## src/hdl/usbc_pkg.sv

```systemverilog
// shared constants for the baud control bit block
package usbc_pkg;
    localparam int unsigned CLK_HZ = 100_000_000;
    // register byte offsets
    localparam logic [7:0] OFS_CTRL    = 8'h00;
    localparam logic [7:0] OFS_DIVISOR = 8'h04;
    localparam logic [7:0] OFS_STATUS  = 8'h08;
    localparam logic [7:0] OFS_MASK    = 8'h0C;
    localparam logic [7:0] OFS_MEASURE = 8'h10;
    // control field positions
    localparam int unsigned CTRL_AUTO_POS = 0;
    localparam int unsigned CTRL_WAKE_POS = 1;
    localparam int unsigned CTRL_WIDE_POS = 3;
    localparam int unsigned CTRL_POL_POS  = 4;
    localparam int unsigned CTRL_SYNC_POS = 6;
    localparam logic [31:0] CTRL_MASK     = 32'h0000005B;
    // status and mask field positions
    localparam int unsigned ST_RX_POS   = 0;
    localparam int unsigned ST_AUTO_POS = 1;
    localparam int unsigned ST_WAKE_POS = 2;
    localparam int unsigned ST_WIDTH    = 3;
    // reset values
    localparam logic [31:0] CTRL_RESET    = 32'h00000000;
    localparam logic [15:0] DIVISOR_RESET = 16'h0000;
    localparam logic [2:0]  MASK_RESET    = 3'h0;
    // auto rate measurement limits
    localparam int unsigned MEASURE_WIDTH = 16;
endpackage

```

## src/hdl/usbc_rate_gen.sv

```systemverilog
// baud rate generator with 8-bit or 16-bit divisor
`timescale 1ns/1ps
`default_nettype none
module usbc_rate_gen #(
    parameter int unsigned DIV_WIDTH = 16
) (
    input  wire logic                 pclk,
    input  wire logic                 presetn,
    input  wire logic                 run,
    input  wire logic                 wide_rate_generator_select,
    input  wire logic [DIV_WIDTH-1:0] divisor,
    output logic                      rate_tick
);
    logic [DIV_WIDTH-1:0] count;
    logic [DIV_WIDTH-1:0] load_value;
    logic                 at_zero;

    // narrow mode uses only the low byte of the divisor
    always_comb begin
        load_value = divisor;
        if (!wide_rate_generator_select) begin
            load_value = {{(DIV_WIDTH-8){1'b0}}, divisor[7:0]};
        end
    end

    assign at_zero = (count == '0);

    always_ff @(posedge pclk or negedge presetn) begin
        if (!presetn) begin
            count <= '0;
        end else if (!run || at_zero) begin
            count <= load_value;
        end else if (!wide_rate_generator_select) begin
            count <= {{(DIV_WIDTH-8){1'b0}}, count[7:0] - 8'h01};
        end else begin
            count <= count - {{(DIV_WIDTH-1){1'b0}}, 1'b1};
        end
    end

    always_ff @(posedge pclk or negedge presetn) begin
        if (!presetn) begin
            rate_tick <= 1'b0;
        end else begin
            rate_tick <= run && at_zero;
        end
    end
endmodule
`default_nettype wire

```

## src/hdl/usbc_auto_meter.sv

```systemverilog
// measures the low time of a start bit for automatic rate detection
`timescale 1ns/1ps
`default_nettype none
module usbc_auto_meter #(
    parameter int unsigned CNT_WIDTH = 16
) (
    input  wire logic                 pclk,
    input  wire logic                 presetn,
    input  wire logic                 arm,
    input  wire logic                 rx_fall,
    input  wire logic                 rx_rise,
    output logic                      busy,
    output logic                      done,
    output logic [CNT_WIDTH-1:0]      measured
);
    logic [CNT_WIDTH-1:0] count;

    always_ff @(posedge pclk or negedge presetn) begin
        if (!presetn) begin
            busy <= 1'b0;
        end else if (!arm) begin
            busy <= 1'b0;
        end else if (!busy && rx_fall) begin
            busy <= 1'b1;
        end else if (busy && rx_rise) begin
            busy <= 1'b0;
        end
    end

    // saturating count of the low time; the edge cycle counts as one
    always_ff @(posedge pclk or negedge presetn) begin
        if (!presetn) begin
            count <= '0;
        end else if (!busy) begin
            count <= {{(CNT_WIDTH-1){1'b0}}, 1'b1};
        end else if (count != '1) begin
            count <= count + {{(CNT_WIDTH-1){1'b0}}, 1'b1};
        end
    end

    always_ff @(posedge pclk or negedge presetn) begin
        if (!presetn) begin
            done     <= 1'b0;
            measured <= '0;
        end else begin
            done <= arm && busy && rx_rise;
            if (arm && busy && rx_rise) begin
                measured <= count;
            end
        end
    end
endmodule
`default_nettype wire

```

## src/hdl/usbc_baud_ctrl.sv

```systemverilog
// baud control bits: polarity, generator width, wake-up, auto rate detect
//
// The implementer's own choices: register access over APB and the register offsets.
`timescale 1ns/1ps
`default_nettype none
module usbc_baud_ctrl
    import usbc_pkg::*;
(
    input  wire logic        pclk,
    input  wire logic        presetn,
    input  wire logic        psel,
    input  wire logic        penable,
    input  wire logic        pwrite,
    input  wire logic [7:0]  paddr,
    input  wire logic [31:0] pwdata,
    output logic             pready,
    output logic [31:0]      prdata,
    output logic             pslverr,
    input  wire logic        tx_serial_data,
    input  wire logic        tx_sync_clock,
    input  wire logic        tx_sync_clock_drive,
    input  wire logic        rx_pin,
    input  wire logic        rx_char_done,
    input  wire logic        transmit_clock_pin_in,
    output logic             transmit_clock_pin_out,
    output logic             transmit_clock_pin_oe_n,
    output logic             sync_data_strobe,
    output logic             receiver_active,
    output logic             rate_tick,
    output logic             receive_event_flag,
    output logic             irq
);
    logic [31:0]              ctrl;
    logic [15:0]              divisor;
    logic [ST_WIDTH-1:0]      status;
    logic [ST_WIDTH-1:0]      mask;
    logic                     tx_clock_polarity_select;
    logic                     wide_rate_generator_select;
    logic                     edge_wakeup_enable;
    logic                     auto_rate_detect_enable;
    logic                     sync_mode;
    logic                     wake_active;
    logic                     auto_active;
    logic                     rx_prev;
    logic                     rx_fall;
    logic                     rx_rise;
    logic                     pin_prev;
    logic                     wake_hit;
    logic                     auto_done;
    logic                     auto_busy;
    logic [MEASURE_WIDTH-1:0] measured;
    logic                     wr_en;
    logic                     rd_en;
    logic                     addr_ok;
    logic [ST_WIDTH-1:0]      st_set;
    logic [ST_WIDTH-1:0]      st_clr;

    assign tx_clock_polarity_select   = ctrl[CTRL_POL_POS];
    assign wide_rate_generator_select = ctrl[CTRL_WIDE_POS];
    assign edge_wakeup_enable         = ctrl[CTRL_WAKE_POS];
    assign auto_rate_detect_enable    = ctrl[CTRL_AUTO_POS];
    assign sync_mode                  = ctrl[CTRL_SYNC_POS];

    // effective enables only exist in asynchronous mode
    assign wake_active = !sync_mode && edge_wakeup_enable;
    assign auto_active = !sync_mode && auto_rate_detect_enable;

    // apb slave, zero wait states
    assign pready  = 1'b1;
    assign wr_en   = psel && penable && pwrite;
    assign rd_en   = psel && penable && !pwrite;
    assign addr_ok = (paddr == OFS_CTRL) || (paddr == OFS_DIVISOR) ||
                     (paddr == OFS_STATUS) || (paddr == OFS_MASK) ||
                     (paddr == OFS_MEASURE);
    assign pslverr = psel && penable && !addr_ok;

    always_comb begin
        prdata = 32'h00000000;
        unique case (paddr)
            OFS_CTRL:    prdata = ctrl;
            OFS_DIVISOR: prdata = {16'h0000, divisor};
            OFS_STATUS:  prdata = {{(32-ST_WIDTH){1'b0}}, status};
            OFS_MASK:    prdata = {{(32-ST_WIDTH){1'b0}}, mask};
            OFS_MEASURE: prdata = {{(32-MEASURE_WIDTH){1'b0}}, measured};
            default:     prdata = 32'h00000000;
        endcase
        if (!rd_en) begin
            prdata = 32'h00000000;
        end
    end

    // receive pin edge detection
    always_ff @(posedge pclk or negedge presetn) begin
        if (!presetn) begin
            rx_prev <= 1'b1;
        end else begin
            rx_prev <= rx_pin;
        end
    end
    assign rx_fall = rx_prev && !rx_pin;
    assign rx_rise = !rx_prev && rx_pin;

    // wake-up: a falling edge while waiting, no character received
    assign wake_hit = wake_active && rx_fall;

    // receiver runs normally unless waiting for wake-up or measuring
    assign receiver_active = !wake_active && !auto_active;

    // control register; hardware clears of self-clearing bits
    always_ff @(posedge pclk or negedge presetn) begin
        if (!presetn) begin
            ctrl <= CTRL_RESET;
        end else begin
            if (wr_en && paddr == OFS_CTRL) begin
                ctrl <= pwdata & CTRL_MASK;
            end else begin
                if (wake_hit) begin
                    ctrl[CTRL_WAKE_POS] <= 1'b0;
                end
                if (auto_done) begin
                    ctrl[CTRL_AUTO_POS] <= 1'b0;
                end
            end
        end
    end

    always_ff @(posedge pclk or negedge presetn) begin
        if (!presetn) begin
            divisor <= DIVISOR_RESET;
        end else if (wr_en && paddr == OFS_DIVISOR) begin
            divisor <= pwdata[15:0];
        end
    end

    always_ff @(posedge pclk or negedge presetn) begin
        if (!presetn) begin
            mask <= MASK_RESET;
        end else if (wr_en && paddr == OFS_MASK) begin
            mask <= pwdata[ST_WIDTH-1:0];
        end
    end

    // sticky status, write one to clear, set wins
    always_comb begin
        st_set = '0;
        st_set[ST_RX_POS]   = wake_hit ||
                              (receiver_active && rx_char_done);
        st_set[ST_AUTO_POS] = auto_done;
        st_set[ST_WAKE_POS] = wake_hit;
        st_clr = '0;
        if (wr_en && paddr == OFS_STATUS) begin
            st_clr = pwdata[ST_WIDTH-1:0];
        end
    end

    always_ff @(posedge pclk or negedge presetn) begin
        if (!presetn) begin
            status <= '0;
        end else begin
            status <= (status & ~st_clr) | st_set;
        end
    end

    assign receive_event_flag = status[ST_RX_POS];
    assign irq = |(status & mask);

    // generator: auto measurement holds it off in async mode
    usbc_rate_gen #(
        .DIV_WIDTH (16)
    ) u_rate_gen (
        .pclk                       (pclk),
        .presetn                    (presetn),
        .run                        (!auto_active),
        .wide_rate_generator_select (wide_rate_generator_select),
        .divisor                    (divisor),
        .rate_tick                  (rate_tick)
    );

    // measurement is armed only by the asynchronous auto-rate bit
    usbc_auto_meter #(
        .CNT_WIDTH (MEASURE_WIDTH)
    ) u_auto_meter (
        .pclk     (pclk),
        .presetn  (presetn),
        .arm      (auto_active),
        .rx_fall  (rx_fall),
        .rx_rise  (rx_rise),
        .busy     (auto_busy),
        .done     (auto_done),
        .measured (measured)
    );

    // transmit/clock pin drive
    always_ff @(posedge pclk or negedge presetn) begin
        if (!presetn) begin
            transmit_clock_pin_out  <= 1'b1;
            transmit_clock_pin_oe_n <= 1'b0;
        end else if (!sync_mode) begin
            transmit_clock_pin_out  <= tx_serial_data ^
                                       tx_clock_polarity_select;
            transmit_clock_pin_oe_n <= 1'b0;
        end else begin
            transmit_clock_pin_out  <= tx_sync_clock;
            transmit_clock_pin_oe_n <= !tx_sync_clock_drive;
        end
    end

    // sync clock edge selection from the polarity bit, edges seen at the pin level
    always_ff @(posedge pclk or negedge presetn) begin
        if (!presetn) begin
            pin_prev <= 1'b1;
        end else begin
            pin_prev <= transmit_clock_pin_in;
        end
    end

    always_ff @(posedge pclk or negedge presetn) begin
        if (!presetn) begin
            sync_data_strobe <= 1'b0;
        end else if (tx_clock_polarity_select) begin
            sync_data_strobe <= sync_mode && !pin_prev &&
                                transmit_clock_pin_in;
        end else begin
            sync_data_strobe <= sync_mode && pin_prev &&
                                !transmit_clock_pin_in;
        end
    end
endmodule
`default_nettype wire

```

## config.mk

```make
export PLATFORM = sky130hd
export DESIGN_NAME = usbc_baud_ctrl
export DESIGN_NICKNAME = d
export VERILOG_FILES = /design/src/hdl/usbc_pkg.sv /design/src/hdl/usbc_rate_gen.sv /design/src/hdl/usbc_auto_meter.sv /design/src/hdl/usbc_baud_ctrl.sv
export SDC_FILE = /design/constraint.sdc
export NUM_CORES = 1
export LEC_CHECK = 0
export BUFFER_PORTS_ARGS = -buffer_cell sky130_fd_sc_hd__buf_4
export CORE_ASPECT_RATIO = 0.8
export CORE_MARGIN = 4
export CORE_UTILIZATION = 45
export DETAILED_ROUTE_END_ITERATION = 12
export GPL_TIMING_DRIVEN = 1
export PLACE_DENSITY = 0.79
export SLEW_MARGIN = 5
export SYNTH_ARGS = -nofsm -noshare
export SYNTH_HDL_FRONTEND = slang
export SYNTH_SLANG_ARGS = --single-unit
```

## constraint.sdc

```tcl
create_clock -name pclk -period 2.2 [get_ports pclk]
set_input_delay 0.33 -clock pclk [delete_from_list [all_inputs] [get_ports pclk]]
set_output_delay 0.33 -clock pclk [all_outputs]
set_load 0.01 [all_outputs]
```

---- Word-level counts from Yosys, hierarchy flattened ----
Cells that the tools add are included.
word-level totals
  register bits ........................... 83
  bits of input ports ..................... 51
  output and inout bits ................... 41
  logic and storage cells ................. 95
cells by class
  add/sub/neg operators ................... 3
  eq/ne operators ......................... 7
  muxes and demuxes ....................... 17
  bitwise operators ....................... 5
  reduce and logical (&&, ||, !) cells .... 46
operators with widths
  cell                     number
  $mux W16                 6
  $pmux W16 S5             1
  $logic_and A1 B1 Y1      24
  $add A16 B1 Y16 const B  1
  $eq A8 B4 Y1 const B     2
  $logic_not A16 Y1        1
  $ne A16 B16 Y1 const B   1
  $sub A16 B1 Y16 const B  1
  $logic_not A1 Y1         11
  $eq A8 B3 Y1 const B     1
  $eq A8 B5 Y1 const B     1
  $logic_not A8 Y1         1
  $mux W1                  8
  $sub A8 B1 Y8 const B    1
  $and A3 B3 Y3            2
  $logic_or A1 B1 Y1       6
  $reduce_bool A2 Y1       2
  $mux W3                  1
  $ne A3 B3 Y1 const B     1
  $not A3 Y3               1
  $or A3 B3 Y3             1
  $reduce_or A3 Y1         1
  $mux W2                  1
  $ne A2 B2 Y1 const B     1
  $xor A1 B1 Y1            1

---- Longest topological paths before layout ----
Gate-level depths: netlist of run 1.
  depth in word-level cells ............... 7
  mapped depth ............................ 8
  mapped depth without buffers ............ 6

---- By module ----
From an unflattened synthesis of run 1, not the netlist that was laid out.
unflattened totals
  cells, all modules ...................... 428
  area, all modules ....................... 4,636.9 sq um
modules (own cells, without submodules)
  module           times used  cells an instance  area each (sq um)  sequential area each (sq um)
  usbc_baud_ctrl   1           187                2,033.2            804.5
  usbc_auto_meter  1           141                1,565.3            850.8
  usbc_rate_gen    1           100                1,038.5            425.4

---- Worst setup path before layout of run 1 ----
OpenSTA, ideal clock, no wires.
  kind .................................... input-to-output
  start ................................... input paddr[1]
  end ..................................... output prdata[10]
  arrival ................................. 1.843 ns
  setup slack ............................. 0.027 ns
  stages .................................. 6
  path through ............................ or4_4 buf_6 nor4bb_1 buf_2 a22oi_1 nor2_1
between the ends
  cells in the longest elaborated chain, start to end .. 3
ends and longest elaborated chain
  item                                        line                  source
  start: declaration                          usbc_baud_ctrl.sv:14  input wire logic [7:0] paddr,
  $eq A8 B5 Y1, or another cell as far along  usbc_baud_ctrl.sv:79  unique case (paddr)
  $pmux W16 S5 *                              usbc_baud_ctrl.sv:79
  $mux W16 *                                  usbc_baud_ctrl.sv:87  if (!rd_en) begin
  end: declaration                            usbc_baud_ctrl.sv:17  output logic [31:0] prdata,
Every way passes the cells marked *; elsewhere a longest branch is shown, timed or not.

---- Worst setup path after layout of run 1 ----
  start ................................... input paddr[1]
  end ..................................... output prdata[2]
Same word-level chain as after synthesis.

==> results_dict.tcl, run 1 <==
set metrics [dict create \
    cp.depth 8 \
    max_stage_delay_ns 0.57 \
    clock_latency_ns 0.35 \
    die_area_sq_mm 0.0113 \
    clkTransAtPathRegs_ns 0.06 \
    crit_path_max_fanout 6 \
    ant_nets 0 \
    rows 31 \
    htree_levels 3 \
    routed_wl_um 9950 \
    finalNetCount 527 \
    hold_viol_final 0 \
    critPathLaunchType "input port" \
    setup_slack_ns -0.0116 \
    cpMostUsedCell "buf_4" \
    cts_hold_buf 0 \
    place_area_sq_mm 0.00493 \
    violations "negative setup slack" \
    hpwl_um 7210 \
    synth-xor-area-share 0.0324 \
    clock_path_buffers 2 \
    synth_top_family_by_area "simple AND/OR/NAND/NOR gates" \
    syn_area_sq_mm 0.00433 \
    grt_overflow 0 \
    setup_viol 6 \
    first_global_vias 3249 \
    post-route-util 0.577 \
    fin_worst_skew_ns 0.00395 \
    drt_iter0_markers 311 \
    grt_pass1_wl_um 16200 \
    yosysSeqAreaShare 0.481 \
    drc 0 \
    diodes 0 \
    synth.ff_latch_count 83 \
    async_flop_share 1.00 \
    root_buffer "clkbuf_16" \
    grt_start_max_net_pins 58 \
    hold_class "in -> async" \
    antenna_found_initial 0 \
    synth_compound_gate_area_share 0.126 \
    period_share 1.01 \
    powerDensity_mw_per_mm2 805 \
    power.leakage_nw 2.42 \
    path_buf_inv 4 \
    die_h_um 95.7 \
    design_area_sq_mm 0.00532 \
    critPathKind "in -> out" \
    portBuffers 58 \
    finalCriticalPeriod_ns 2.21 \
    via_per_inst 5.73 \
    synth-simple-area-share 0.152 \
    synth_top_flop_cell "dfrtp_1" \
    chipWidth_um 118 \
    yosysUniqueCellTypes 56 \
    ir_worst_vdd_mv 0.506 \
    regToRegStartpoint "u_auto_meter.count[0]" \
    synthMuxAreaShare 0.138 \
    cts_inserted_buffers 9 \
    syn_area_per_cell_sq_um 10.8 \
    cp_slowest_cell "or4_4" \
    synth_top_area_share 0.463 \
    yosys.area.top_type "dfrtp_1" \
    initial_core_util 0.469 \
    clock.fmax_mhz 452 \
    synthAdderAreaFrac 0.00809 \
    r2r_setup_slack_ns 0.20 \
    synth_common_cells "80 x dfrtp_1, 37 x mux2_2, 29 x nor2_1" \
    vias 3405 \
    track_usage 0.183 \
    place.gp.congestion 0.875 \
    cp-startpoint "paddr[1]" \
    rsz0062_at_grt "yes" \
    synth_cells 399 \
    synth.area.top_cells "dfrtp_1 46%, mux2_2 9.6%, mux2_4 3.5%, buf_4 2.9%, a22oi_1 2.8%" \
    r2r-end "u_auto_meter.count[1]" \
    path_cells "buf_6, or4_4, nor4bb_2, buf_4, buf_4, a22oi_1, nor2_1, buf_4" \
    synth_warnings 0 \
    arrival_ns 1.88 \
    yosysMostFrequentCell "dfrtp_1" \
    wl_per_cell_um 16.7 \
    synth-edff-count 0 \
    slew_viol_final 0 \
    max-cap-violations 0 \
    firstDrtPassIters 5 \
    layout-drive-gt1-share 0.336 \
    crit_path_end_kind "output pin" \
    cp_data_required_time_ns 1.87 \
    floorplan.core_area_sq_mm 0.00923 \
    cts_tree "done" \
    worst-r2r-cell-count 6 \
    relSlewSlack 0.533 \
    critPathCapture "prdata[2]" \
    status "finished with violations" \
    critPathTopFamily "simple AND/OR/NAND/NOR gates" \
    worstMarginPinSlew_ns 0.701 \
    clock_sinks 83 \
    syn_to_final_growth_pct 23.0 \
    top_level_ports 92 \
]
==> repair_timing <==
action	4_1_cts	5_1_grt
endpoints found under the setup margin	4	13
pin swaps	1	5
gates resized for setup	2	6
buffers inserted	4	1
==> stage by stage <==
stage / hold slack, ns / instances / TNS (ns) / setup WS (ns) / total power, W
after detailed placement: 0.422 / 573 / -0.301 / -0.0735 / 0.00280
after global placement: 0.413 / 573 / -0.136 / -0.0308 / 0.00276
final: 0.0159 / 594 / -0.0532 / -0.0116 / 0.00429
after global routing: 0.0809 / 594 / -0.466 / -0.0712 / 0.00449
after CTS: 0.0519 / 593 / -0.130 / -0.0245 / 0.00430
after floorplan: 0.0344 / 414 / 0 / 0.0271 / 0.00251
==> metal layers <==
| layer | share of wire | GRT usage |
|---|---|---|
| met4 | 0.014 | 0.0595 |
| met3 | 0.055 | 0.0646 |
| met2 | 0.49 | 0.297 |
| met1 | 0.44 | 0.232 |
| met5 | 0 | 0 |
==> state kept, by name, summed over array words and instances (netlist names) <==
name and cells:
u_auto_meter.measured 16, sync_data_strobe 1, u_auto_meter.count 16, status 3, pin_prev 1, u_auto_meter.done 1
transmit_clock_pin_out 1, u_rate_gen.rate_tick 1, mask 3, ctrl 5, divisor 16, rx_prev 1
u_rate_gen.count 16, u_auto_meter.busy 1, transmit_clock_pin_oe_n 1
==> cell families after synthesis <==
group / Yosys count
other: 2
XOR/XNOR: 16
AO/OA/AOI/OAI: 81
buffers and inverters: 48
adder cells (fa/ha/maj): 3
AND/OR/NAND/NOR: 116
multiplexers: 50
flip-flops: 83
==> how the worst min path moves through the flow <==
stage	cells after the start	to	startpoint
5_1_grt	1	sync_data_strobe	presetn
4_1_cts	1	sync_data_strobe	presetn
6_report	1	sync_data_strobe	presetn
3_3_place_gp	1	transmit_clock_pin_oe_n	presetn
2_1_floorplan	0	ctrl[0]	presetn
3_5_place_dp	1	sync_data_strobe	presetn
==> report_power, final <==
| group | internal (W) | switching (W) |
|---|---|---|
| Sequential | 0.00171 | 0.000195 |
| Combinational | 0.000443 | 0.000443 |
| Clock | 0.000907 | 0.000586 |
| Total | 0.00306 | 0.00122 |
==> placed cells by master, fill, tap and decap left out, types with 3 or more instances in the layout <==
cell type,count
clkbuf_16,9
o41ai_1,3
o21ai_0,12
nand4_1,16
nand2b_1,4
mux2_4,10
a21oi_1,21
xor2_1,9
buf_4,80
dfrtp_1,80
nor4_1,5
nand3_1,7
mux2_2,37
a22oi_2,3
nor2b_1,4
nand2_1,20
nor2_1,27
nor3_1,6
mux2i_1,3
conb_1,17
a22o_1,3
o311ai_0,3
o31ai_1,3
xnor2_1,7
a22oi_1,13
and3_1,3
dfstp_2,3
or4_1,3
a211oi_1,10
buf_12,3
inv_1,11
or3_1,4
==> layout make-up <==
class / count / area [sq um]
clock buffer: 12 / 246
clock inverter: 4 / 50.0
fill: 739 / 3910
inverter: 12 / 45.0
multi-input combinational: 283 / 2070
sequential: 83 / 2080
tap: 115 / 144
timing repair buffer: 85 / 683
No activity file was read; power rests on OpenSTA's default activity.
==> run 2, diff against run 1 <==
- CELL_PAD_IN_SITES_DETAIL_PLACEMENT: default -> 2
- CELL_PAD_IN_SITES_GLOBAL_PLACEMENT: default -> 2
- CORE_UTILIZATION: 45 -> 35
- PLACE_DENSITY: 0.79 -> 0.91
==> run 2 against run 1 <==
Compared with the run above: the flow still finishes with violations (negative setup slack); maximum frequency decreased by 7.3%; combinational power grew 26%; first-iteration DRC count is 21% lower; total power is 8.3% higher; clock-buffer cell count grew 1; clock power increased by 5%; register-to-register slack got worse by 0.30 ns; largest cell class is now multi-input gates; highest routed layer unchanged.
==> results_dict.tcl, run 2 (same netlist as run 1, synthesis figures left out) <==
set metrics [dict create \
    path_cells "buf_6, or4_4, nor4b_4, buf_6, buf_12, a22oi_2, nor2_2, buf_4" \
    die_h_um 107 \
    floorplan.core_area_sq_mm 0.0121 \
    cts_tree "done" \
    htree_levels 3 \
    fillers 1204 \
    root_buffer "clkbuf_16" \
    ir_worst_vdd_mv 0.415 \
    use_met2 0.405 \
    grt_pass1_wl_um 24600 \
    rows 36 \
    power.leakage_nw 2.49 \
    path_buf_inv 4 \
    finalCriticalPeriod_ns 2.39 \
    layout-drive-gt1-share 0.388 \
    arrival_ns 2.06 \
    drc 0 \
    clock_path_buffers 2 \
    ant_nets 0 \
    track_usage 0.226 \
    top_level_ports 92 \
    sequentialPowerShare 0.423 \
    hpwl_um 10600 \
    place_ws_ns -0.211 \
    cpMostUsedCell "buf_6" \
    rsz0062_at_grt "yes" \
    drt_iter0_markers 245 \
    hold_viol_final 0 \
    place.gp.congestion 0.869 \
    cp_slowest_cell "or4_4" \
    setup_slack_ns -0.187 \
    p_sw_w 0.00154 \
    switching_share 0.332 \
    period_share 1.08 \
    pwr-share-comb 0.241 \
    initial_core_util 0.357 \
    setup_viol 20 \
    vias 3681 \
    busiest_layer "met2" \
    max-cap-violations 0 \
    via_per_inst 5.78 \
    crit_path_end_kind "output pin" \
    firstDrtPassIters 4 \
    critPathKind "in -> out" \
    cp_data_required_time_ns 1.87 \
    worst-r2r-cell-count 5 \
    fin_worst_skew_ns 0.0143 \
    portBuffers 58 \
    clock_sinks 83 \
    powerDensity_mw_per_mm2 832 \
    p_int_w 0.00310 \
    cts_inserted_buffers 9 \
    chipWidth_um 132 \
    max_stage_delay_ns 0.59 \
    antenna_found_initial 0 \
    dp_cells 611 \
    design_area_sq_mm 0.00558 \
    status "finished with violations" \
    syn_to_final_growth_pct 28.9 \
    most-common-layout-cells "80 x dfrtp_1, 74 x buf_4, 37 x mux2_2, 21 x a21oi_1, 20 x nand2_1" \
    first_global_vias 4107 \
    violations "negative setup slack" \
    p_clk_frac 0.336 \
    critPathLaunchType "input port" \
    use_met1 0.262 \
    diodes 0 \
    relSlewSlack 0.362 \
    use_met3 0.0593 \
    p_total_w 0.00464 \
    die_area_sq_mm 0.0142 \
    critPathTopFamily "simple AND/OR/NAND/NOR gates" \
    crit_path_max_fanout 8 \
    min_path_cells 1 \
    slew_viol_final 0 \
    clock_latency_ns 0.36 \
    grt_start_max_net_pins 43 \
    final_common_cell "dfrtp_1" \
    finalNetCount 533 \
    grt_overflow 0 \
    final_cells 637 \
    place_area_sq_mm 0.00499 \
    clock.fmax_mhz 419 \
    routed_wl_um 17400 \
    worstMarginPinSlew_ns 0.933 \
    hold_class "in -> reg" \
    wl_per_cell_um 27.3 \
    cp.depth 8 \
    clkTransAtPathRegs_ns 0.05 \
]
-- run 2: cell count changes in the layout (fill, tap and decap cells not counted), sizes merged --
cell,delta
dlygate4sd3,+1
clkbuf,+1
buf,+5
clkinv,+1
clkinvlp,-2
-- run 2: worst reg2reg max path, stage by stage, from the launching register on --
cell and delay, ns:
dfrtp_1 0.46, nor4_1 0.53, nand4_1 0.32, and2_4 0.28, buf_4 0.18, a211oi_1 0.39
-- run 2: metrics by stage --
| step | setup TNS (ns) | hold WS (ns) | util |
|---|---|---|---|
| 6_report | -1.40 | 0.104 | 0.460 |
| 5_1_grt | -2.32 | 0.0854 | 0.460 |
| 4_1_cts | -0.745 | 0.101 | 0.445 |
| 3_5_place_dp | -2.08 | 0.358 | 0.412 |
| 3_3_place_gp | -0.358 | 0.350 | 0.412 |
| 2_1_floorplan | 0 | 0.0344 | - |
-- run 2: final timing paths --
| path | start | end | slack [ns] |
|---|---|---|---|
| worst max-delay path | paddr[7] | prdata[12] | -0.19 |
| worst min-delay path | transmit_clock_pin_in | pin_prev | 0.10 |
| worst max register to register | u_rate_gen.count[9] | u_rate_gen.count[9] | -0.10 |
| worst min register to register | u_auto_meter.done | status[1] | 0.48 |
| max in group asynchronous | presetn | divisor[12] | 0.94 |
| min in group asynchronous | presetn | u_auto_meter.measured[6] | 0.52 |
-- run 2: repair_timing --
action | 4_1_cts | 5_1_grt
setup buffers | 5 | 4
gates resized for setup | 16 | 39
hold buffers | 1 | 0
setup endpoints to repair | 19 | 31
endpoints found under the hold margin | 37 | 0
cloned | 1 | 0
pin swaps | 5 | 20
-- run 2: metal layers --
metal  share of wire  vias up  routed length (um)
met3           0.045       40                 780
met2            0.51      106                8940
met5               0        -                   0
li1                -     1590                   -
met1            0.41     1945                7070
met4           0.034        0                 597
-- run 2: area by class of cell --
| type | count | area, sq um | share of cell area |
|---|---|---|---|
| clock buffers | 13 | 250 | 0.0449 |
| clock inverters | 3 | 40.0 | 0.00718 |
| inverters | 12 | 45.0 | 0.00808 |
| multi-input cells | 283 | 2200 | 0.394 |
| flip-flops and latches | 83 | 2080 | 0.373 |
| well taps | 152 | 190 | 0.0341 |
| repair buffers | 91 | 772 | 0.138 |
-- run 2: power groups by stage --
stage / sequential, W / clock (W) / combinational, W
final: 0.00196 / 0.00156 / 0.00112
after floorplan: 0.00187 / 0 / 0.000641
after CTS: 0.00193 / 0.00155 / 0.00103
after detailed placement: 0.00195 / 0 / 0.000968
after global placement: 0.00191 / 0 / 0.000883
after global routing: 0.00198 / 0.00166 / 0.00119
==> run 3, diff against run 2 <==
- clock period: 2.2 -> 2.35 ns (I/O delays scaled with it)
==> run 3 against run 2 <==
Compared with the run above: critical endpoint is now prdata[5]; critical path type unchanged; critical path depth decreased by 1; the run still ends with negative setup slack left; largest cell class unchanged; total power decreased by 9.7%; register-to-register slack improved by 0.21 ns.
==> results_dict.tcl, run 3 (same netlist as run 1, synthesis figures left out) <==
set metrics [dict create \
    hold_class "in -> reg" \
    via_per_inst 5.56 \
    most-common-layout-cells "80 x dfrtp_1, 74 x buf_4, 37 x mux2_2, 25 x nor2_1, 21 x a21oi_1" \
    drt_iter0_markers 220 \
    cts_tree "done" \
    drc 0 \
    track_usage 0.207 \
    worstMarginPinSlew_ns 0.892 \
    design_area_sq_mm 0.00534 \
    critPathLaunchType "input port" \
    finalNetCount 521 \
    portBuffers 58 \
    setup_slack_ns -0.0549 \
    clock_sinks 83 \
    rsz0062_at_grt "yes" \
    initial_core_util 0.357 \
    arrival_ns 2.05 \
    critPathKind "in -> out" \
    setup_viol 2 \
    routed_wl_um 14600 \
    chipWidth_um 132 \
    firstDrtPassIters 4 \
    rows 36 \
    crit_path_max_fanout 6 \
    whs_ns 0.129 \
    violations "negative setup slack" \
    layout-drive-gt1-share 0.334 \
    finalCriticalPeriod_ns 2.40 \
    die_h_um 107 \
    floorplan.core_area_sq_mm 0.0121 \
    hold_viol_final 0 \
    antenna_found_initial 0 \
    relSlewSlack 0.405 \
    grt_overflow 0 \
    max-cap-violations 0 \
    powerDensity_mw_per_mm2 785 \
    cp_data_required_time_ns 2.00 \
    final_common_cell "dfrtp_1" \
    clock_path_buffers 2 \
    htree_levels 3 \
    grt_start_max_net_pins 67 \
    grt_pass1_wl_um 22500 \
    slew_viol_final 0 \
    syn_to_final_growth_pct 23.3 \
    root_buffer "clkbuf_16" \
    hpwl_um 10400 \
    first_global_vias 3896 \
    place.gp.congestion 0.869 \
    clkTransAtPathRegs_ns 0.06 \
    clock.fmax_mhz 416 \
    ir_worst_vdd_mv 0.417 \
    wl_per_cell_um 23.3 \
    period_share 1.02 \
    diodes 0 \
    ant_nets 0 \
    cts_inserted_buffers 9 \
    crit_path_end_kind "output pin" \
    status "finished with violations" \
    fin_worst_skew_ns 0.0113 \
    place_area_sq_mm 0.00496 \
    clock_latency_ns 0.35 \
    top_level_ports 92 \
    power.leakage_nw 2.40 \
    die_area_sq_mm 0.0142 \
    vias 3478 \
]
==> run 3: cell count changes in the layout (fill, tap and decap cells not counted), sizes merged <==
cell / before / now
buf: 90 / 78
clkbuf: 13 / 14
clkinv: 3 / 2
==> run 3: path summary, 6_finish.rpt <==
kind                                  endpoint  cells after the start                  start  slack [ns]
setup reg to reg           u_rate_gen.count[7]                      6    u_rate_gen.count[0]        0.11
setup / recovery                     prdata[5]                      7               paddr[7]       -0.05
hold / removal                        pin_prev                      1  transmit_clock_pin_in        0.13
hold reg to reg                      status[1]                      1      u_auto_meter.done        0.50
max in group asynchronous              rx_prev                      3                presetn        1.24
min in group asynchronous              mask[0]                      2                presetn        0.43
==> run 3: routing by layer <==
metal	wire, um	track usage	vias to the layer above
li1	-	-	1569
met1	6190	0.244	1847
met2	7790	0.381	47
met3	405	0.0486	15
met4	168	0.0527	0
met5	0	0	-
==> run 3: cell type report <==
class / instances / area (sq um)
sequential: 83 / 2080
fill: 1234 / 6780
tap: 152 / 190
clock inverter: 2 / 35.0
multi-input combinational: 283 / 2090
inverter: 12 / 45.0
timing repair buffer: 79 / 628
clock buffer: 14 / 264
==> run 3: repair_timing <==
| item | in CTS | in global routing |
|---|---|---|
| buffers inserted | 0 | 1 |
| hold buffers | 1 | 0 |
| hold endpoints to repair | 15 | 0 |
| endpoints found under the setup margin | 0 | 11 |
| resized for setup | 0 | 15 |
==> run 3: per-stage QoR <==
stage	util	setup TNS (ns)	cells	worst slack, ns	power [W]
finish	0.441	-0.0551	625	-0.0549	0.00419
global route	0.441	-0.607	625	-0.101	0.00440
CTS	0.435	0	623	0.0210	0.00423
global placement	0.409	0	606	0.0582	0.00260
floorplan	-	0	414	0.132	0.00235
detailed placement	0.409	-0.00302	606	-0.00302	0.00271
==> run 3: worst max-delay path, cell delays in order <==
cell and delay, ns:
buf_6 0.09, or4_4 0.58, nor4b_4 0.37, buf_4 0.23
a22oi_1 0.12, nor2_1 0.17, buf_4 0.15
==> run 3: power by group <==
group,internal (W),switching [W]
registers,0.00160,0.000218
clock network,0.000882,0.000574
logic,0.000419,0.000497
total,0.00290,0.00129
